`config.mk`:
```
export PLATFORM = sky130hd
export DESIGN_NAME = sap_port
export DESIGN_NICKNAME = d
export VERILOG_FILES = /design/src/design/sap_pkg.sv /design/src/design/sap_port.sv /design/src/design/sap_sync3.sv
export SDC_FILE = /design/constraint.sdc
export NUM_CORES = 1
export LEC_CHECK = 0
export ABC_AREA = 1
export BUFFER_PORTS_ARGS = -buffer_cell sky130_fd_sc_hd__buf_4
export CAP_MARGIN = 40
export CORE_ASPECT_RATIO = 1.4
export CORE_MARGIN = 5
export CORE_UTILIZATION = 46
export DETAILED_ROUTE_END_ITERATION = 6
export PLACE_DENSITY = 0.76
export SETUP_SLACK_MARGIN = 0.1
export SLEW_MARGIN = 0
export SYNTH_ARGS = -nofsm -noshare
export SYNTH_HDL_FRONTEND = slang
export SYNTH_SLANG_ARGS = --single-unit
```
`constraint.sdc`:
```
create_clock -name aclk -period 1.1 [get_ports aclk]
set_input_delay 0.33 -clock aclk [delete_from_list [all_inputs] [get_ports aclk]]
set_output_delay 0.33 -clock aclk [all_outputs]
set_load 0.01 [all_outputs]
```
`src/design/sap_pkg.sv`:
```
package sap_pkg;

   // register byte offsets
   localparam logic [7:0] GHC_OFF     = 8'h00;  // global control: hr, ie
   localparam logic [7:0] GIS_OFF     = 8'h04;  // global pending port bit
   localparam logic [7:0] PIS_OFF     = 8'h08;  // port interrupt status, w1c
   localparam logic [7:0] PIE_OFF     = 8'h0C;  // port interrupt mask
   localparam logic [7:0] SERR_OFF    = 8'h10;  // port error bits, w1c
   localparam logic [7:0] PCMD_OFF    = 8'h14;  // port command: oob, soft reset
   localparam logic [7:0] PSTAT_OFF   = 8'h18;  // port state readback
   localparam logic [7:0] PMP_OFF     = 8'h1C;  // current port multiplier port

   // field positions
   localparam int GHC_HR_BIT   = 0;
   localparam int GHC_IE_BIT   = 1;
   localparam int PIS_SDB_BIT  = 0;   // set device bits received
   localparam int PIS_PRCS_BIT = 1;   // phy ready change
   localparam int PIS_INFS_BIT = 2;   // interface non-fatal
   localparam int PIS_OOB_BIT  = 3;   // oob detected on receive
   localparam int SERR_ERRI_BIT = 0;  // recovered data integrity
   localparam int CMD_RST_BIT  = 0;   // send comreset
   localparam int CMD_WAKE_BIT = 1;   // send comwake
   localparam int CMD_SRST_BIT = 2;   // soft reset
   localparam int PIS_W        = 4;

   // reset values
   localparam logic [1:0]       GHC_RST = 2'h0;
   localparam logic [PIS_W-1:0] PIS_RST = 4'h0;
   localparam logic [3:0]       PMP_RST = 4'h0;

   // oob burst counts
   localparam logic [3:0] OOB_TX_BURSTS = 4'h6;
   localparam logic [3:0] OOB_RX_BURSTS = 4'h4;  // three gaps
   localparam logic [3:0] OOB_BURST_CYC = 4'hA;  // burst and gap length

   // fis types
   localparam logic [7:0] FIS_SDB   = 8'hA1;
   localparam logic [7:0] FIS_DMAS  = 8'h41;
   localparam logic [7:0] FIS_DATA  = 8'h46;

   // received fis header word and flags
   typedef struct packed {
      logic [3:0] pmp;
      logic       nbit;
      logic [7:0] fis_type;
   } sap_fis_hdr_type;

   typedef enum {
      SAP_T_IDLE,
      SAP_T_RX,
      SAP_T_ESC,
      SAP_T_ESC2,
      SAP_T_ESC_WAIT
   } sap_tstate_type;

   typedef enum {
      SAP_O_IDLE,
      SAP_O_BURST,
      SAP_O_GAP
   } sap_ostate_type;

endpackage : sap_pkg

```
`src/design/sap_port.sv`:
```
`timescale 1ns/1ps
// Summary of operation
// - every comreset or comwake holds exactly six bursts unless a new request restarts it mid-train; retries hold six too
// - receiver recognises oob after four consecutive bursts, three gaps
// - set device bits fis with n set and wrong pmp is dropped
// - soft reset during dma setup reception requests sync escape of next data
// - phy loss during non-data fis never sets recovered integrity error
// - phy loss during non-data fis sets interface non-fatal status
// - global host reset clears every pending port bit in global status
// - interrupt driven only while global enable set; no stale after reset
module sap_port
   import sap_pkg::*;
(
   input  wire logic        aclk,
   input  wire logic        aresetn,
   // axi4-lite slave
   input  wire logic [7:0]  s_axi_awaddr,
   input  wire logic        s_axi_awvalid,
   output logic             s_axi_awready,
   input  wire logic [31:0] s_axi_wdata,
   input  wire logic [3:0]  s_axi_wstrb,
   input  wire logic        s_axi_wvalid,
   output logic             s_axi_wready,
   output logic [1:0]       s_axi_bresp,
   output logic             s_axi_bvalid,
   input  wire logic        s_axi_bready,
   input  wire logic [7:0]  s_axi_araddr,
   input  wire logic        s_axi_arvalid,
   output logic             s_axi_arready,
   output logic [31:0]      s_axi_rdata,
   output logic [1:0]       s_axi_rresp,
   output logic             s_axi_rvalid,
   input  wire logic        s_axi_rready,
   // link side
   input  wire logic        phy_rdy,
   input  wire logic        oob_rx_burst,
   output logic             oob_tx_burst,
   input  wire logic        rx_fis_start,
   input  wire logic [7:0]  rx_fis_type,
   input  wire logic        rx_fis_nbit,
   input  wire logic [3:0]  rx_fis_pmp,
   input  wire logic        rx_fis_end,
   output logic             rx_fis_store,
   output logic             tx_sync_esc,
   input  wire logic        tx_xrdycoll,
   input  wire logic        link_esc_done,
   output logic             irq
);

   // ----------------------------------------------------------------
   // pin synchronisers
   // ----------------------------------------------------------------
   logic phy_rdy_s;
   logic oob_rx_s;

   sap_sync3 u_sync_phy (
      .aclk    (aclk),
      .aresetn (aresetn),
      .d       (phy_rdy),
      .q       (phy_rdy_s)
   );

   sap_sync3 u_sync_oob (
      .aclk    (aclk),
      .aresetn (aresetn),
      .d       (oob_rx_burst),
      .q       (oob_rx_s)
   );

   // ----------------------------------------------------------------
   // register bus
   // ----------------------------------------------------------------
   logic [1:0]       ghc_q;
   logic             gis_q;
   logic [PIS_W-1:0] pis_q;
   logic [PIS_W-1:0] pie_q;
   logic             serr_q;
   logic [3:0]       pmp_q;
   logic [7:0]       awaddr_q;
   logic [31:0]      wdata_q;
   logic             aw_have_q;
   logic             w_have_q;
   sap_tstate_type   tst_q;
   sap_ostate_type   ost_q;

   // write fires once both halves are held and no response is pending
   wire        wr_fire  = aw_have_q && w_have_q && !s_axi_bvalid;
   wire        wr_ghc   = wr_fire && (awaddr_q == GHC_OFF);
   wire        wr_pis   = wr_fire && (awaddr_q == PIS_OFF);
   wire        wr_pie   = wr_fire && (awaddr_q == PIE_OFF);
   wire        wr_serr  = wr_fire && (awaddr_q == SERR_OFF);
   wire        wr_pcmd  = wr_fire && (awaddr_q == PCMD_OFF);
   wire        wr_pmp   = wr_fire && (awaddr_q == PMP_OFF);
   wire        wr_known = wr_ghc || wr_pis || wr_pie || wr_serr || wr_pcmd || wr_pmp
                          || (awaddr_q == GIS_OFF) || (awaddr_q == PSTAT_OFF);
   wire        host_rst = wr_ghc && wdata_q[GHC_HR_BIT];
   wire        cmd_rst  = wr_pcmd && wdata_q[CMD_RST_BIT];
   wire        cmd_wake = wr_pcmd && wdata_q[CMD_WAKE_BIT];
   wire        cmd_srst = wr_pcmd && wdata_q[CMD_SRST_BIT];
   wire        rd_fire  = s_axi_arvalid && s_axi_arready;

   // read mux by if/else-if decode
   logic [31:0] rd_val;
   logic        rd_ok;
   always_comb begin
      rd_val = 32'h0000_0000;
      rd_ok  = 1'b1;
      if (s_axi_araddr == GHC_OFF) begin
         rd_val = {30'h0, ghc_q};
      end else if (s_axi_araddr == GIS_OFF) begin
         rd_val = {31'h0, gis_q};
      end else if (s_axi_araddr == PIS_OFF) begin
         rd_val = {28'h0, pis_q};
      end else if (s_axi_araddr == PIE_OFF) begin
         rd_val = {28'h0, pie_q};
      end else if (s_axi_araddr == SERR_OFF) begin
         rd_val = {31'h0, serr_q};
      end else if (s_axi_araddr == PSTAT_OFF) begin
         rd_val = {25'h0, phy_rdy_s, oob_tx_burst, tx_sync_esc, 4'(tst_q)};
      end else if (s_axi_araddr == PMP_OFF) begin
         rd_val = {28'h0, pmp_q};
      end else if (s_axi_araddr == PCMD_OFF) begin
         rd_val = 32'h0000_0000;
      end else begin
         rd_ok  = 1'b0;
      end
   end

   // aw/w capture in either order; one write in flight
   always_ff @(posedge aclk) begin
      if (!aresetn) begin
         aw_have_q     <= 1'b0;
         w_have_q      <= 1'b0;
         awaddr_q      <= 8'h00;
         wdata_q       <= 32'h0000_0000;
         s_axi_awready <= 1'b0;
         s_axi_wready  <= 1'b0;
         s_axi_bvalid  <= 1'b0;
         s_axi_bresp   <= 2'h0;
      end else begin
         s_axi_awready <= !aw_have_q && !s_axi_awready && !s_axi_bvalid;
         s_axi_wready  <= !w_have_q && !s_axi_wready && !s_axi_bvalid;
         if (s_axi_awvalid && s_axi_awready) begin
            aw_have_q <= 1'b1;
            awaddr_q  <= s_axi_awaddr;
         end
         if (s_axi_wvalid && s_axi_wready) begin
            w_have_q <= 1'b1;
            wdata_q  <= s_axi_wdata;
         end
         if (wr_fire) begin
            aw_have_q    <= 1'b0;
            w_have_q     <= 1'b0;
            s_axi_bvalid <= 1'b1;
            s_axi_bresp  <= wr_known ? 2'h0 : 2'h2;
         end else if (s_axi_bvalid && s_axi_bready) begin
            s_axi_bvalid <= 1'b0;
         end
      end
   end

   // read channel: one cycle after address accept
   always_ff @(posedge aclk) begin
      if (!aresetn) begin
         s_axi_arready <= 1'b0;
         s_axi_rvalid  <= 1'b0;
         s_axi_rdata   <= 32'h0000_0000;
         s_axi_rresp   <= 2'h0;
      end else begin
         s_axi_arready <= !s_axi_arready && !s_axi_rvalid;
         if (rd_fire) begin
            s_axi_rvalid <= 1'b1;
            s_axi_rdata  <= rd_val;
            s_axi_rresp  <= rd_ok ? 2'h0 : 2'h2;
         end else if (s_axi_rvalid && s_axi_rready) begin
            s_axi_rvalid <= 1'b0;
         end
      end
   end

   // ----------------------------------------------------------------
   // oob transmit and receive
   // ----------------------------------------------------------------
   logic [3:0] tx_burst_q;
   logic [3:0] tx_cyc_q;
   logic [3:0] rx_burst_q;
   logic [3:0] rx_gap_q;
   logic       oob_rx_d1_q;
   wire        oob_req  = cmd_rst || cmd_wake;
   wire        rx_rise  = oob_rx_s && !oob_rx_d1_q;
   wire        rx_seen  = rx_rise && (rx_burst_q == OOB_RX_BURSTS - 4'h1);

   // a new request restarts the count, so retries never go short
   always_ff @(posedge aclk) begin
      if (!aresetn) begin
         ost_q        <= SAP_O_IDLE;
         tx_burst_q   <= 4'h0;
         tx_cyc_q     <= 4'h0;
         oob_tx_burst <= 1'b0;
      end else if (oob_req) begin
         ost_q        <= SAP_O_BURST;
         tx_burst_q   <= 4'h1;
         tx_cyc_q     <= 4'h0;
         oob_tx_burst <= 1'b1;
      end else begin
         tx_cyc_q <= tx_cyc_q + 4'h1;
         case (ost_q)
            SAP_O_IDLE: begin
               tx_cyc_q     <= 4'h0;
               oob_tx_burst <= 1'b0;
            end
            SAP_O_BURST: begin
               if (tx_cyc_q == OOB_BURST_CYC - 4'h1) begin
                  tx_cyc_q     <= 4'h0;
                  oob_tx_burst <= 1'b0;
                  ost_q        <= (tx_burst_q == OOB_TX_BURSTS) ? SAP_O_IDLE : SAP_O_GAP;
               end
            end
            SAP_O_GAP: begin
               if (tx_cyc_q == OOB_BURST_CYC - 4'h1) begin
                  tx_cyc_q     <= 4'h0;
                  tx_burst_q   <= tx_burst_q + 4'h1;
                  oob_tx_burst <= 1'b1;
                  ost_q        <= SAP_O_BURST;
               end
            end
            default: ost_q <= SAP_O_IDLE;
         endcase
      end
   end

   // receive: a long quiet spell breaks a burst run
   always_ff @(posedge aclk) begin
      if (!aresetn) begin
         oob_rx_d1_q <= 1'b0;
         rx_burst_q  <= 4'h0;
         rx_gap_q    <= 4'h0;
      end else begin
         oob_rx_d1_q <= oob_rx_s;
         if (oob_rx_s) begin
            rx_gap_q <= 4'h0;
         end else if (rx_gap_q != 4'hF) begin
            rx_gap_q <= rx_gap_q + 4'h1;
         end
         if (rx_seen) begin
            rx_burst_q <= 4'h0;
         end else if (rx_rise) begin
            rx_burst_q <= rx_burst_q + 4'h1;
         end else if (rx_gap_q == 4'hF) begin
            rx_burst_q <= 4'h0;
         end
      end
   end

   // ----------------------------------------------------------------
   // receive transport and sync escape
   // ----------------------------------------------------------------
   logic  in_dmas_q;
   logic  in_data_q;
   logic  esc_pend_q;
   logic  phy_d1_q;
   wire   hdr_sdb  = rx_fis_type == FIS_SDB;
   wire   sdb_drop = hdr_sdb && rx_fis_nbit && (rx_fis_pmp != pmp_q);
   wire   phy_fall = phy_d1_q && !phy_rdy_s;
   wire   in_fis   = (tst_q == SAP_T_RX);
   wire   nd_loss  = phy_fall && in_fis && !in_data_q;
   wire   srst_hit = cmd_srst && in_fis && in_dmas_q;
   wire   esc_go   = esc_pend_q && rx_fis_start && (rx_fis_type == FIS_DATA);

   always_ff @(posedge aclk) begin
      if (!aresetn) begin
         tst_q        <= SAP_T_IDLE;
         in_dmas_q    <= 1'b0;
         in_data_q    <= 1'b0;
         esc_pend_q   <= 1'b0;
         rx_fis_store <= 1'b0;
         tx_sync_esc  <= 1'b0;
         phy_d1_q     <= 1'b0;
      end else begin
         phy_d1_q     <= phy_rdy_s;
         rx_fis_store <= 1'b0;
         if (srst_hit) begin
            esc_pend_q <= 1'b1;
         end
         case (tst_q)
            SAP_T_IDLE: begin
               tx_sync_esc <= 1'b0;
               if (esc_go) begin
                  tst_q       <= tx_xrdycoll ? SAP_T_ESC2 : SAP_T_ESC;
                  tx_sync_esc <= 1'b1;
                  esc_pend_q  <= 1'b0;
               end else if (rx_fis_start) begin
                  tst_q     <= SAP_T_RX;
                  in_dmas_q <= rx_fis_type == FIS_DMAS;
                  in_data_q <= rx_fis_type == FIS_DATA;
                  // n-bit sdb for another port is never stored
                  rx_fis_store <= !sdb_drop;
               end
            end
            SAP_T_RX: begin
               if (!phy_rdy_s || rx_fis_end) begin
                  tst_q <= SAP_T_IDLE;
               end
            end
            SAP_T_ESC, SAP_T_ESC2: begin
               tx_sync_esc <= 1'b1;
               tst_q       <= SAP_T_ESC_WAIT;
            end
            SAP_T_ESC_WAIT: begin
               tx_sync_esc <= !link_esc_done;
               if (link_esc_done) begin
                  tst_q <= SAP_T_IDLE;
               end
            end
            default: tst_q <= SAP_T_IDLE;
         endcase
      end
   end

   // ----------------------------------------------------------------
   // status, error and interrupt
   // ----------------------------------------------------------------
   logic [PIS_W-1:0] pis_set;
   assign pis_set[PIS_SDB_BIT]  = rx_fis_start && (tst_q == SAP_T_IDLE) && hdr_sdb
                                  && !sdb_drop && !esc_go;
   assign pis_set[PIS_PRCS_BIT] = phy_d1_q != phy_rdy_s;
   assign pis_set[PIS_INFS_BIT] = nd_loss;
   assign pis_set[PIS_OOB_BIT]  = rx_seen;

   wire   pend = |(pis_q & pie_q);

   // set wins over a same-cycle write-one clear
   always_ff @(posedge aclk) begin
      if (!aresetn) begin
         ghc_q  <= GHC_RST;
         pis_q  <= PIS_RST;
         pie_q  <= PIS_RST;
         serr_q <= 1'b0;
         pmp_q  <= PMP_RST;
         gis_q  <= 1'b0;
         irq    <= 1'b0;
      end else begin
         // phy loss raises only interface non-fatal and phy ready change, so the integrity bit stays untouched
         if (wr_serr && wdata_q[SERR_ERRI_BIT]) begin
            serr_q <= 1'b0;
         end
         if (host_rst) begin
            ghc_q <= GHC_RST;
            pis_q <= PIS_RST;
            pie_q <= PIS_RST;
            pmp_q <= PMP_RST;
            gis_q <= 1'b0;
            irq   <= 1'b0;
         end else begin
            if (wr_ghc) begin
               ghc_q <= {wdata_q[GHC_IE_BIT], 1'b0};
            end
            if (wr_pie) begin
               pie_q <= wdata_q[PIS_W-1:0];
            end
            if (wr_pmp) begin
               pmp_q <= wdata_q[3:0];
            end
            pis_q <= (pis_q & ~(wr_pis ? wdata_q[PIS_W-1:0] : PIS_RST)) | pis_set;
            // global bit is a registered copy of port pending state, one cycle late
            gis_q <= pend;
            irq   <= pend && gis_q && ghc_q[GHC_IE_BIT];
         end
      end
   end

endmodule : sap_port

```
`src/design/sap_sync3.sv`:
```
`timescale 1ns/1ps
// three-stage synchroniser; output changes once stages two and three agree
module sap_sync3
   import sap_pkg::*;
(
   input  wire logic aclk,
   input  wire logic aresetn,
   input  wire logic d,
   output logic      q
);
   logic s1_q;
   logic s2_q;
   logic s3_q;

   always_ff @(posedge aclk) begin
      if (!aresetn) begin
         s1_q <= 1'b0;
         s2_q <= 1'b0;
         s3_q <= 1'b0;
         q    <= 1'b0;
      end else begin
         s1_q <= d;
         s2_q <= s1_q;
         s3_q <= s2_q;
         if (s2_q == s3_q) begin
            q <= s3_q;
         end
      end
   end
endmodule : sap_sync3

```
# Word-level counts from Yosys, hierarchy flattened
# Index checks and enable logic that the tools add are counted.
[word_totals] input_bits=78 register_bits=166 out_inout_bits=45 word_cells=234
[classes] muxes=49 eq_ne=41 add_sub_neg=4 bitwise=9 n_reduce_logical=89
[op_table] operator="$mux 32" count=6
[op_table] operator="$eq 32x2->1 const B" count=4
[op_table] operator="$pmux 32 s4" count=1
[op_table] operator="$logic_not 32->1" count=3
[op_table] operator="$pmux 32 s3" count=1
[op_table] operator="$eq 32x1->1 const B" count=2
[op_table] operator="$eq 8x5->1 const B" count=8
[op_table] operator="$mux 7" count=6
[op_table] operator="$logic_and 1x1->1" count=39
[op_table] operator="$eq 32x3->1 const B" count=1
[op_table] operator="$eq 8x4->1 const B" count=4
[op_table] operator="$mux 1" count=24
[op_table] operator="$mux 4" count=5
[op_table] operator="$add 4x1->4 const B" count=4
[op_table] operator="$eq 8x3->1 const B" count=2
[op_table] operator="$eq 8x7->1 const B" count=2
[op_table] operator="$logic_not 8->1" count=2
[op_table] operator="$reduce_and 3->1" count=5
[op_table] operator="$reduce_or 2->1" count=7
[op_table] operator="$logic_not 1->1" count=13
[op_table] operator="$ne 2x2->1 const B" count=5
[op_table] operator="$reduce_bool 2->1" count=5
[op_table] operator="$logic_or 1x1->1" count=9
[op_table] operator="$ne 3x3->1 const B" count=3
[op_table] operator="other kinds (19)" count=31

# Depth between registers and ports, before layout
# Gate-level depths: netlist of the first run.
[depth] depth_word=11 depth_mapped=10 depth_no_buf=10

# Modules after synthesis
# A second synthesis of the first run with hierarchy kept.
[hier_totals] hier_cells=496 area_unflattened_um2=3777.4
[by_module_without_submodules] mod="sap_port" cells_each=470 instances=1 area_per_inst_um2=3544.6 seq_area_each_um2=1441.4
[by_module_without_submodules] mod="sap_sync3" cells_each=13 instances=2 area_per_inst_um2=116.4 seq_area_each_um2=80.1

# Least setup slack after synthesis of the first run
# No wires, ideal clock.
[synth_path] kind="register -> register" from="register s_axi_bvalid" to="register pie_q[1]" required_time_ns=0.984 slack_ns=-0.153 stages_incl_launch_ff=8 setup_time_ns=0.116 period_less_slack_ns=1.253 arrival_time_ns=1.137 path_buffers=1 cell_sequence="dfxtp_1 > nor2_2 > nand2_2 > inv_2 > nand3_2 > o21ai_4 > buf_6 > a21oi_1"
[synth_between] elab_chain_cells=5 word_cells_on_any_way=6 classes_between="reduce/logical: 6"
[synth_rtl] item="start, declared" line="sap_port.sv:25" text="output logic s_axi_bvalid,"
[synth_rtl] item="start signal, assigned" line="sap_port.sv:138" text="s_axi_bvalid <= 1'b0;"
[synth_rtl] item="start signal, assigned" line="sap_port.sv:154" text="s_axi_bvalid <= 1'b1;"
[synth_rtl] item="start signal, assigned" line="sap_port.sv:157" text="s_axi_bvalid <= 1'b0;"
[synth_rtl] item="$logic_not 1->1 (*)" line="sap_port.sv:87" text="wire wr_fire = aw_have_q && w_have_q && !s_axi_bvalid;"
[synth_rtl] item="$logic_and 1x1->1 (*)" line="sap_port.sv:87"
[synth_rtl] item="$logic_and 1x1->1" line="sap_port.sv:88" text="wire wr_ghc = wr_fire && (awaddr_q == GHC_OFF);"
[synth_rtl] item="$logic_and 1x1->1" line="sap_port.sv:96" text="wire host_rst = wr_ghc && wdata_q[GHC_HR_BIT];"
[synth_rtl] item="$reduce_or 2->1 (no line)"
[synth_rtl] item="end signal, assigned" line="sap_port.sv:359" text="pie_q <= wdata_q[PIS_W-1:0];"
[synth_rtl] item="end, declared" line="sap_port.sv:76" text="logic [PIS_W-1:0] pie_q;"
# Every way passes the cells marked *; elsewhere a longest branch is shown, timed or not.
# A chain may end at the register's enable or synchronous reset.

# Worst setup path in the final report of the first run
[layout_path] from="register ost_q[0]" to="register oob_tx_burst"
[layout_between] elab_chain_cells=3 word_cells_on_any_way=9 classes_between="eq/ne: 4; mux: 2; reduce/logical: 3"
[layout_rtl] item="start, declared" line="sap_port.sv:84" text="sap_ostate_type ost_q;"
[layout_rtl] item="start signal, assigned" line="sap_port.sv:216" text="ost_q <= (tx_burst_q == OOB_TX_BURSTS) ? SAP_O_IDLE : SAP_O_GAP;"
[layout_rtl] item="$eq 32x1->1 (tied with other cells)" line="sap_port.sv:207" text="case (ost_q)"
[layout_rtl] item="$ne 3x3->1 (no line) (tied with other cells)"
[layout_rtl] item="$reduce_and 3->1 (no line) / $mux 1 (equally long branches)"
[layout_rtl] item="end signal, assigned" line="sap_port.sv:204" text="oob_tx_burst <= 1'b1;"
[layout_rtl] item="end signal, assigned" line="sap_port.sv:210" text="oob_tx_burst <= 1'b0;"
[layout_rtl] item="end signal, assigned" line="sap_port.sv:215" text="oob_tx_burst <= 1'b0;"
[layout_rtl] item="end, declared" line="sap_port.sv:37" text="output logic oob_tx_burst,"
# Parallel ways exist; a longest one is shown, timed or not.

==> flow_summary.html, run 1 <==
<table>
<tr><th>Metric</th><th>Value</th></tr>
<tr><th colspan="2">STA</th></tr>
<tr><td>Endpoints failing setup</td><td>45</td></tr>
<tr><td>Crit share post-route</td><td>120%</td></tr>
<tr><td>Count of final hold-check violations</td><td>0</td></tr>
<tr><td>Number of max-slew violations in the final report</td><td>0</td></tr>
<tr><td>Minimum hold slack</td><td>0.165 ns</td></tr>
<tr><td>Maximum achievable frequency</td><td>0.755 GHz</td></tr>
<tr><td>Total negative slack for setup checks</td><td>-5.07 ns</td></tr>
<tr><td>Final Skew</td><td>0.00830 ns</td></tr>
<tr><td>Fin worst setup slack</td><td>-0.224 ns</td></tr>
<tr><td>Unrepaired setup endpoints after global routing</td><td>yes</td></tr>
<tr><td>Min Clock Period, post-route</td><td>1.32 ns</td></tr>
<tr><th colspan="2">CTS</th></tr>
<tr><td>Deepest clock path buffer count</td><td>2</td></tr>
<tr><td>Clock insertion delay at the later pin of the skew report</td><td>0.34 ns</td></tr>
<tr><td>Clk sink count</td><td>80</td></tr>
<tr><td>Number of H-tree branching levels</td><td>3</td></tr>
<tr><td>Number of clock buffers inserted by TritonCTS</td><td>9</td></tr>
<tr><td>Clock transition at path regs</td><td>0.07 ns</td></tr>
<tr><td>Root buffer cell</td><td>sky130_fd_sc_hd__clkbuf_16</td></tr>
<tr><td>TritonCTS clock tree</td><td>yes</td></tr>
<tr><th colspan="2">Cells and area</th></tr>
<tr><td>Antenna diodes</td><td>0</td></tr>
<tr><td>Total non-filler cell area in the finished layout</td><td>5930 sq um</td></tr>
<tr><td>Post-route insts no fill</td><td>749</td></tr>
<tr><td>Share of layout cells above drive strength 1</td><td>50.2%</td></tr>
<tr><td>Storage element area</td><td>1660 sq um</td></tr>
<tr><td>Filler Cells Inserted</td><td>540</td></tr>
<tr><td>Utilization of the core after routing</td><td>72.7%</td></tr>
<tr><td>Final-stage net count</td><td>731</td></tr>
<tr><td>Area growth from synthesis to layout</td><td>55.1%</td></tr>
<tr><td>Area of the multi-input gates</td><td>2430 sq um</td></tr>
<tr><th colspan="2">Logic synthesis</th></tr>
<tr><td>Library cells used by synthesis</td><td>45</td></tr>
<tr><td>Proportion of register bits with asynchronous set or reset after synthesis</td><td>0%</td></tr>
<tr><td>Flops &amp; latches, synth</td><td>80</td></tr>
<tr><td>Syn Area/Cell</td><td>7.58 sq um</td></tr>
<tr><td>Yosys synthesis warning count</td><td>0</td></tr>
<tr><td>Area of the mapped netlist</td><td>3820 sq um</td></tr>
<tr><td>Synth cell count leaders</td><td>sky130_fd_sc_hd__nand2_1 (90), sky130_fd_sc_hd__dfxtp_1 (80), sky130_fd_sc_hd__inv_1 (62), sky130_fd_sc_hd__a21oi_1 (51), sky130_fd_sc_hd__nor2_1 (46)</td></tr>
<tr><td>Share of synthesized area occupied by flip-flops and latches</td><td>41.9%</td></tr>
<tr><td>Top_reg_cell synth</td><td>sky130_fd_sc_hd__dfxtp_1</td></tr>
<tr><td>Dominant cells by area after synthesis</td><td>sky130_fd_sc_hd__dfxtp_1 (42%), sky130_fd_sc_hd__nand2_1 (8.8%), sky130_fd_sc_hd__a21oi_1 (6.7%)</td></tr>
<tr><td>Cell type with the highest aggregate area in the netlist</td><td>sky130_fd_sc_hd__dfxtp_1</td></tr>
<tr><td>Post-synth EDFFs</td><td>0</td></tr>
<tr><td>Most numerous cell in the Yosys netlist</td><td>sky130_fd_sc_hd__nand2_1</td></tr>
<tr><td>Area share of the largest cell type after synthesis</td><td>41.9%</td></tr>
<tr><td>Gate count of the mapped netlist</td><td>504</td></tr>
<tr><th colspan="2">Critical path</th></tr>
<tr><td>Category of the critical setup timing path</td><td>reg -&gt; reg</td></tr>
<tr><td>Reg-to-reg setup timing slack</td><td>-0.22 ns</td></tr>
<tr><td>Source of the worst register-to-register timing path</td><td>ost_q[0]</td></tr>
<tr><td>Required arrival time at the worst endpoint</td><td>1.31 ns</td></tr>
<tr><td>Critical-path cell with the highest stage delay</td><td>sky130_fd_sc_hd__dfxtp_4</td></tr>
<tr><td>Destination of the worst register-to-register timing path</td><td>oob_tx_burst</td></tr>
<tr><td>Arrival time of data at the critical path endpoint</td><td>1.54 ns</td></tr>
<tr><td>Reg2reg path depth</td><td>7</td></tr>
<tr><td>Maximum fanout along the worst path</td><td>4</td></tr>
<tr><td>Critical path's largest stage delay</td><td>0.38 ns</td></tr>
<tr><td>List of cells traversed by the critical path</td><td>inv_2, ha_4, inv_1, nand2_2, nand2_1, a22oi_2, a21oi_1</td></tr>
<tr><td>Startpoint kind of the worst setup timing path</td><td>register</td></tr>
<tr><td>Capturing element type of the critical path</td><td>register</td></tr>
<tr><th colspan="2">Hold path</th></tr>
<tr><td>Origin of the worst min-delay path</td><td>rx_fis_nbit</td></tr>
<tr><td>Hold worst-path end</td><td>rx_fis_store</td></tr>
<tr><td>Worst hold path depth</td><td>2</td></tr>
<tr><td>Tightest Hold Check Type</td><td>in -&gt; reg</td></tr>
<tr><th colspan="2">Global route</th></tr>
<tr><td>Wire length of the first global-routing pass</td><td>15900 um</td></tr>
<tr><td>Vias in the first global route</td><td>3692</td></tr>
<tr><td>Largest net degree at the start of global routing</td><td>20</td></tr>
<tr><td>Overall routing resource usage</td><td>19.3%</td></tr>
<tr><td>Initial antenna violation count</td><td>0</td></tr>
<tr><td>Overall overflow remaining after global route</td><td>0</td></tr>
<tr><th colspan="2">Placed design</th></tr>
<tr><td>Port-buffer cells</td><td>63</td></tr>
<tr><td>Cell Area, Placed</td><td>4840 sq um</td></tr>
<tr><td>Placed wire-length estimate after detailed placement</td><td>6870 um</td></tr>
<tr><td>Gp weighted congestion</td><td>0.874</td></tr>
<tr><td>Number of cells in the design after placement</td><td>706</td></tr>
<tr><th colspan="2">Detailed routing</th></tr>
<tr><td>Number of violations reported at the end of detailed-routing iteration 0</td><td>172</td></tr>
<tr><td>Wire length reported by the detailed router</td><td>10900 um</td></tr>
<tr><td>First-pass iteration count of the detailed router</td><td>4</td></tr>
<tr><td>Detail-routed via count per cell</td><td>5.09</td></tr>
<tr><td>Total vias in the final route</td><td>3814</td></tr>
<tr><td>Routed wire per std cell</td><td>14.5 um</td></tr>
<tr><td>DRC Markers</td><td>0</td></tr>
<tr><td>Antenna viol nets, final</td><td>0</td></tr>
<tr><th colspan="2">Die</th></tr>
<tr><td>Chip Height</td><td>118 um</td></tr>
<tr><td>Die area</td><td>10300 sq um</td></tr>
<tr><td>Number of core rows</td><td>39</td></tr>
<tr><td>Initial core utilization</td><td>46.9%</td></tr>
<tr><td>Die extent in x</td><td>87.0 um</td></tr>
<tr><td>Ports</td><td>123</td></tr>
<tr><td>Placeable core area</td><td>8150 sq um</td></tr>
<tr><th colspan="2">Pwr</th></tr>
<tr><td>Ratio of total power to cell area</td><td>1170 nW/um^2</td></tr>
<tr><td>Peak VDD IR</td><td>1020 uV</td></tr>
<tr><td>Static Leak</td><td>0.00260 uW</td></tr>
<tr><th colspan="2">Status</th></tr>
<tr><td>Run status</td><td>finished, violations left</td></tr>
<tr><td>Violations in the final reports</td><td>setup timing</td></tr>
<tr><th colspan="2">Job</th></tr>
<tr><td>Max_cap viols</td><td>0</td></tr>
</table>
## worst max-delay path by stage
stage	from	end	slack, ns	cells past startpoint
CTS	w_have_q	tx_burst_q[1]	-0.21	8
global placement	s_axi_araddr[1]	s_axi_rdata[0]	-0.24	8
floorplan	w_have_q	pie_q[1]	-0.15	8
finish	ost_q[0]	oob_tx_burst	-0.22	7
detailed placement	s_axi_araddr[7]	s_axi_rdata[0]	-0.25	9
global route	w_have_q	irq	-0.27	8
## worst max-delay path, delay by kind of cell (launching register included)
kind | cells | cell delay [ns]
DFF | 1 | 0.38
and+or+nand+nor | 2 | 0.18
buffers and inverters | 2 | 0.13
AOI/OAI and AO/OA | 2 | 0.26
adders and majority gates | 1 | 0.26
## state kept, by name, summed over array words and instances, names as in the netlist, 2 cells and up
name / count
pmp_q: 4
wdata_q: 4
pis_q: 4
rx_gap_q: 4
awaddr_q: 8
pie_q: 4
rx_burst_q: 4
s_axi_rdata: 7
tst_q: 3
tx_burst_q: 4
tx_cyc_q: 4
ost_q: 2
## where the power goes
group,internal (uW),switching [uW],total (uW)
Clock,1820,1170,2980
Combinational,413,462,875
Sequential,2980,82.9,3060
## cell usage in the layout (no fill, tap or decap), types with 2 or more instances in the layout
cell type	n
sky130_fd_sc_hd__buf_4	109
sky130_fd_sc_hd__nand2_1	69
sky130_fd_sc_hd__dfxtp_1	46
sky130_fd_sc_hd__inv_1	42
sky130_fd_sc_hd__a21oi_1	39
sky130_fd_sc_hd__nor2_1	31
sky130_fd_sc_hd__conb_1	27
sky130_fd_sc_hd__dfxtp_2	27
sky130_fd_sc_hd__buf_6	23
sky130_fd_sc_hd__inv_2	16
sky130_fd_sc_hd__a21oi_2	15
sky130_fd_sc_hd__nand3_1	15
sky130_fd_sc_hd__nor2_4	13
sky130_fd_sc_hd__nand2_2	13
sky130_fd_sc_hd__nand2_4	12
sky130_fd_sc_hd__o21ai_0	12
sky130_fd_sc_hd__nand3_2	11
sky130_fd_sc_hd__nor2_2	10
sky130_fd_sc_hd__o21ai_2	9
sky130_fd_sc_hd__clkbuf_16	9
sky130_fd_sc_hd__o21ai_1	7
sky130_fd_sc_hd__nand3_4	7
sky130_fd_sc_hd__dfxtp_4	7
sky130_fd_sc_hd__inv_4	6
sky130_fd_sc_hd__xnor2_1	6
sky130_fd_sc_hd__ha_4	6
sky130_fd_sc_hd__ha_1	5
sky130_fd_sc_hd__nor3_1	4
sky130_fd_sc_hd__nor3_2	3
sky130_fd_sc_hd__or2_4	3
sky130_fd_sc_hd__nor3_4	3
sky130_fd_sc_hd__nand4_1	3
sky130_fd_sc_hd__o21bai_1	3
sky130_fd_sc_hd__buf_12	3
sky130_fd_sc_hd__nand3b_1	2
sky130_fd_sc_hd__a22oi_2	2
sky130_fd_sc_hd__xor2_1	2
sky130_fd_sc_hd__a31oi_1	2
sky130_fd_sc_hd__a22o_1	2
sky130_fd_sc_hd__clkinv_2	2
## layer usage
metal / part of all wire, % / routed length, um / global-route usage [%]
met1: 37 / 4020 / 20.5
met2: 55 / 5990 / 34.6
met3: 4.4 / 480 / 4.69
met4: 3.5 / 383 / 8.67
met5: 0 / 0 / 0
## kinds of logic after synthesis
group / Yosys count / synth area share (%)
buf+inv: 99 / 12.6
simple gates: 205 / 24.6
compound gates: 100 / 15.3
xor+xnor: 8 / 1.83
fa+ha+maj: 11 / 3.60
flops: 80 / 41.9
other cells: 1 / 0.0982
## cell type report
| class | instances | share of cell area (%) |
|---|---|---|
| tap | 102 | 2.15 |
| clock inverter | 5 | 0.950 |
| multi-input combinational | 351 | 41.0 |
| clock buffer | 11 | 4.10 |
| inverter | 64 | 4.31 |
| timing repair buffer | 136 | 19.4 |
| sequential | 80 | 28.0 |
## per-stage QoR
step,setup slack [ns],power (uW)
CTS,-0.206,6830
finish,-0.224,6920
global route,-0.274,7180
detailed placement,-0.255,3810
global placement,-0.237,3780
floorplan,-0.146,3530
## what timing repair did
action,4_1_cts,5_1_grt
endpoints found under the hold margin,0,0
hold buffers,0,0
gates resized for setup,82,96
buffers inserted,15,12
pin swaps,31,34
setup endpoints to repair,61,77
No activity file was read; power rests on OpenSTA's default activity.
==> run 2: changes to the inputs <==
CORE_ASPECT_RATIO = 0.6   (was 1.4)
CORE_UTILIZATION = 48   (was 46)
CTS_BUF_LIST = sky130_fd_sc_hd__clkbuf_8   (was default)
PLACE_DENSITY = 0.79   (was 0.76)
==> run 2 against run 1 <==
  * The flow still finishes with violations (setup timing)
  * Hold slack worse by 0.013 ns
  * Final area is 1.6% higher
  * Non-clock buffer count is 15 higher
  * First-iteration DRC count is 77% higher
  * Sequential share of layout area is 0.42 points lower
  * Die area is 3.4% lower
  * Sequential power hardly changed
  * Clock power is 34% lower
  * Setup slack worse by 0.056 ns
  * Flip-flop and latch count stayed put
  * Critical path depth stayed put
  * Cell count is 2.8% higher
==> flow_summary.html, run 2 (synthesized netlist as in run 1, its figures left out) <==
<table>
<tr><th>Metric</th><th>Value</th></tr>
<tr><th colspan="2">Global route</th></tr>
<tr><td>GRT met1 Usage</td><td>26.6% (+6.1 points)</td></tr>
<tr><td>Most congested layer reported by global routing</td><td>met2</td></tr>
<tr><td>Largest net degree at the start of global routing</td><td>20 (unchanged)</td></tr>
<tr><td>GR Util met2</td><td>40.5% (+5.8 points)</td></tr>
<tr><td>Vias in the first global route</td><td>3815 (+3.3%)</td></tr>
<tr><td>Global-route met3 utilization</td><td>5.31% (+0.62 points)</td></tr>
<tr><td>Wire length of the first global-routing pass</td><td>17900 um (+13%)</td></tr>
<tr><td>Initial antenna violation count</td><td>0 (unchanged)</td></tr>
<tr><td>Overall overflow remaining after global route</td><td>0 (unchanged)</td></tr>
<tr><td>Overall routing resource usage</td><td>22.4% (+3.1 points)</td></tr>
<tr><th colspan="2">Status</th></tr>
<tr><td>Run status</td><td>finished, violations left</td></tr>
<tr><td>Violations in the final reports</td><td>setup timing</td></tr>
<tr><th colspan="2">CTS</th></tr>
<tr><td>Number of clock buffers inserted by TritonCTS</td><td>9 (unchanged)</td></tr>
<tr><td>Clock transition at path regs</td><td>0.08 ns (about the same)</td></tr>
<tr><td>Root buffer cell</td><td>sky130_fd_sc_hd__clkbuf_8</td></tr>
<tr><td>Clock insertion delay at the later pin of the skew report</td><td>0.36 ns (+0.02 ns)</td></tr>
<tr><td>TritonCTS clock tree</td><td>yes</td></tr>
<tr><td>Clk sink count</td><td>80 (unchanged)</td></tr>
<tr><td>Deepest clock path buffer count</td><td>2 (unchanged)</td></tr>
<tr><td>Number of H-tree branching levels</td><td>3 (unchanged)</td></tr>
<tr><th colspan="2">Placed design</th></tr>
<tr><td>Port-buffer cells</td><td>63 (unchanged)</td></tr>
<tr><td>Number of cells in the design after placement</td><td>723 (+2.4%)</td></tr>
<tr><td>Placed wire-length estimate after detailed placement</td><td>7530 um (+9.6%)</td></tr>
<tr><td>Gp weighted congestion</td><td>0.868 (-0.69%)</td></tr>
<tr><td>Minimum setup slack after placement</td><td>-0.299 ns (-0.0437 ns)</td></tr>
<tr><th colspan="2">STA</th></tr>
<tr><td>Endpoints failing setup</td><td>49 (+8.9%)</td></tr>
<tr><td>Min Clock Period, post-route</td><td>1.38 ns (+0.0561 ns)</td></tr>
<tr><td>Crit share post-route</td><td>125% (+5.1 points)</td></tr>
<tr><td>Maximum achievable frequency</td><td>0.725 GHz (-4.1%)</td></tr>
<tr><td>Fin worst setup slack</td><td>-0.280 ns (-0.0561 ns)</td></tr>
<tr><td>Final Skew</td><td>0.00920 ns (+0.000901 ns)</td></tr>
<tr><td>Minimum hold slack</td><td>0.152 ns (-0.0132 ns)</td></tr>
<tr><td>Number of max-slew violations in the final report</td><td>0 (unchanged)</td></tr>
<tr><td>Unrepaired setup endpoints after global routing</td><td>yes</td></tr>
<tr><td>Count of final hold-check violations</td><td>0 (unchanged)</td></tr>
<tr><th colspan="2">Detailed routing</th></tr>
<tr><td>Detail-routed via count per cell</td><td>5.25 (+3.1%)</td></tr>
<tr><td>Wire length reported by the detailed router</td><td>12800 um (+17%)</td></tr>
<tr><td>First-pass iteration count of the detailed router</td><td>5 (+1)</td></tr>
<tr><td>DRC Markers</td><td>0 (unchanged)</td></tr>
<tr><td>Antenna viol nets, final</td><td>0 (unchanged)</td></tr>
<tr><td>Number of violations reported at the end of detailed-routing iteration 0</td><td>305 (+77%)</td></tr>
<tr><td>Total vias in the final route</td><td>4042 (+6.0%)</td></tr>
<tr><td>Routed wire per std cell</td><td>16.6 um (+14%)</td></tr>
<tr><th colspan="2">Die</th></tr>
<tr><td>Die extent in x</td><td>125 um (+44%)</td></tr>
<tr><td>Number of core rows</td><td>25 (-36%)</td></tr>
<tr><td>Initial core utilization</td><td>48.8% (+2.0 points)</td></tr>
<tr><td>Ports</td><td>123 (unchanged)</td></tr>
<tr><td>Placeable core area</td><td>7820 sq um (-4.0%)</td></tr>
<tr><td>Chip Height</td><td>79.1 um (-33%)</td></tr>
<tr><td>Die area</td><td>9900 sq um (-3.4%)</td></tr>
<tr><th colspan="2">Cells and area</th></tr>
<tr><td>Commonest non-fill, non-tap cell in the layout</td><td>sky130_fd_sc_hd__buf_4</td></tr>
<tr><td>Final-stage net count</td><td>746 (+2.1%)</td></tr>
<tr><td>Area growth from synthesis to layout</td><td>57.6%</td></tr>
<tr><td>Post-route insts no fill</td><td>770 (+2.8%)</td></tr>
<tr><td>Largest regs</td><td>awaddr_q (8), s_axi_rdata (7)</td></tr>
<tr><td>Commonest cells after routing, fill and taps aside</td><td>sky130_fd_sc_hd__buf_4 (110), sky130_fd_sc_hd__nand2_1 (72), sky130_fd_sc_hd__inv_1 (44)</td></tr>
<tr><td>Filler Cells Inserted</td><td>469 (-13%)</td></tr>
<tr><td>Share of layout cells above drive strength 1</td><td>51.7% (+1.4 points)</td></tr>
<tr><td>Register with the highest flop count</td><td>awaddr_q</td></tr>
<tr><td>Flip-flop count of the largest register after layout</td><td>8 (unchanged)</td></tr>
<tr><td>Antenna diodes</td><td>0 (unchanged)</td></tr>
<tr><th colspan="2">Critical path</th></tr>
<tr><td>Reg2reg path depth</td><td>7 (unchanged)</td></tr>
<tr><td>Setup crit end</td><td>tx_cyc_q[2]</td></tr>
<tr><td>Bufs and invs on worst path</td><td>0 (-2)</td></tr>
<tr><td>Category of the critical setup timing path</td><td>reg -&gt; reg</td></tr>
<tr><td>Required arrival time at the worst endpoint</td><td>1.35 ns (+0.04 ns)</td></tr>
<tr><td>List of cells traversed by the critical path</td><td>nor2_4, nand2_4, nor2_4, nand3_2, o21bai_4, nand3_4, nor2_1</td></tr>
<tr><td>Source of the worst register-to-register timing path</td><td>awaddr_q[6]</td></tr>
<tr><td>Startpoint kind of the worst setup timing path</td><td>register</td></tr>
<tr><td>Capturing element type of the critical path</td><td>register</td></tr>
<tr><td>Reg-to-reg setup timing slack</td><td>-0.28 ns (-0.06 ns)</td></tr>
<tr><td>Critical path's largest stage delay</td><td>0.34 ns (-0.04 ns)</td></tr>
<tr><td>Largest delay contributor family on the critical path</td><td>simple AND/OR/NAND/NOR gates</td></tr>
<tr><td>Critical-path cell with the highest stage delay</td><td>sky130_fd_sc_hd__dfxtp_2</td></tr>
<tr><td>CP most frequent cell</td><td>sky130_fd_sc_hd__nor2_4</td></tr>
<tr><td>Arrival time of data at the critical path endpoint</td><td>1.63 ns (+0.09 ns)</td></tr>
<tr><td>CP startpoint</td><td>awaddr_q[6]</td></tr>
<tr><td>Depth of the critical timing path with buffers and inverters included</td><td>7 (unchanged)</td></tr>
<tr><td>Destination of the worst register-to-register timing path</td><td>tx_cyc_q[2]</td></tr>
<tr><td>Maximum fanout along the worst path</td><td>5 (+1)</td></tr>
<tr><th colspan="2">Pwr</th></tr>
<tr><td>Peak VDD IR</td><td>732 uV (-28%)</td></tr>
<tr><td>Static Leak</td><td>0.00260 uW (about the same)</td></tr>
<tr><td>Ratio of total power to cell area</td><td>1000 nW/um^2 (-14%)</td></tr>
<tr><th colspan="2">Job</th></tr>
<tr><td>Max_cap viols</td><td>0 (unchanged)</td></tr>
<tr><th colspan="2">Hold path</th></tr>
<tr><td>Tightest Hold Check Type</td><td>in -&gt; reg</td></tr>
</table>
-- run 2: cell types whose count changed in the layout (fill, tap and decap cells not counted), sizes merged --
| cell | before | now |
|---|---|---|
| inv | 64 | 68 |
| buf | 136 | 151 |
| bufinv | 1 | 0 |
| clkinv | 3 | 1 |
| clkbuf | 11 | 10 |
-- run 2: stage by stage --
| step | power, uW | TNS (ns) | area, sq um | utilization (%) |
|---|---|---|---|---|
| final | 6040 | -7.48 | 6020 | 77.0 |
| after detailed placement | 3850 | -9.80 | 4930 | 63.1 |
| after floorplan | 3530 | -2.16 | 4110 | - |
| after CTS | 5860 | -5.35 | 5670 | 72.5 |
| after global placement | 3830 | -7.31 | 4930 | 63.1 |
| after global routing | 6250 | -10.01 | 6020 | 77.0 |
-- run 2: layer usage --
metal  up-vias  share of wire [%]
met2       174                 50
li1       1893                  -
met5         -                  0
met3        47                5.1
met1      1928                 40
met4         0                4.7
-- run 2: repair_timing --
item | CTS | global route
resized for setup | 125 | 78
cloned | 0 | 0
hold buffers | 0 | 0
buffers inserted | 19 | 12
setup endpoints to repair | 64 | 82
pin swaps | 32 | 30
-- run 2: how the worst min path moves through the flow --
stage	endpoint	depth (start not counted)	from	slack [ns]
floorplan	u_sync_oob.s2_q	2	u_sync_oob.s1_q	0.39
global placement	u_sync_oob.s2_q	2	u_sync_oob.s1_q	0.39
detailed placement	u_sync_oob.s2_q	2	u_sync_oob.s1_q	0.40
CTS	u_sync_oob.s1_q	3	oob_rx_burst	0.14
global route	u_sync_phy.s1_q	3	phy_rdy	0.15
finish	u_sync_phy.s1_q	3	phy_rdy	0.15
-- run 2: worst min-delay path: stages --
cell	delay, ns
sky130_fd_sc_hd__buf_4	0.07
sky130_fd_sc_hd__nand2_1	0.04
sky130_fd_sc_hd__inv_1	0.04
-- run 2: area by class of cell --
type,count,area (sq um),share of cell area (%)
clock buffer,10,138,2.29
clock inverter,6,35.0,0.582
inverter,64,263,4.36
multi-input combinational,351,2460,40.8
sequential,80,1660,27.6
tap,108,135,2.24
timing repair buffer,151,1330,22.1
-- run 2: power by group --
group          total [uW]  switching, uW  internal (uW)  leakage (uW)
sequential           3060           84.6           2980      0.000668
clock                1970           1100            871     0.0000956
combinational        1010            527            480       0.00184
total                6040           1710           4330       0.00260
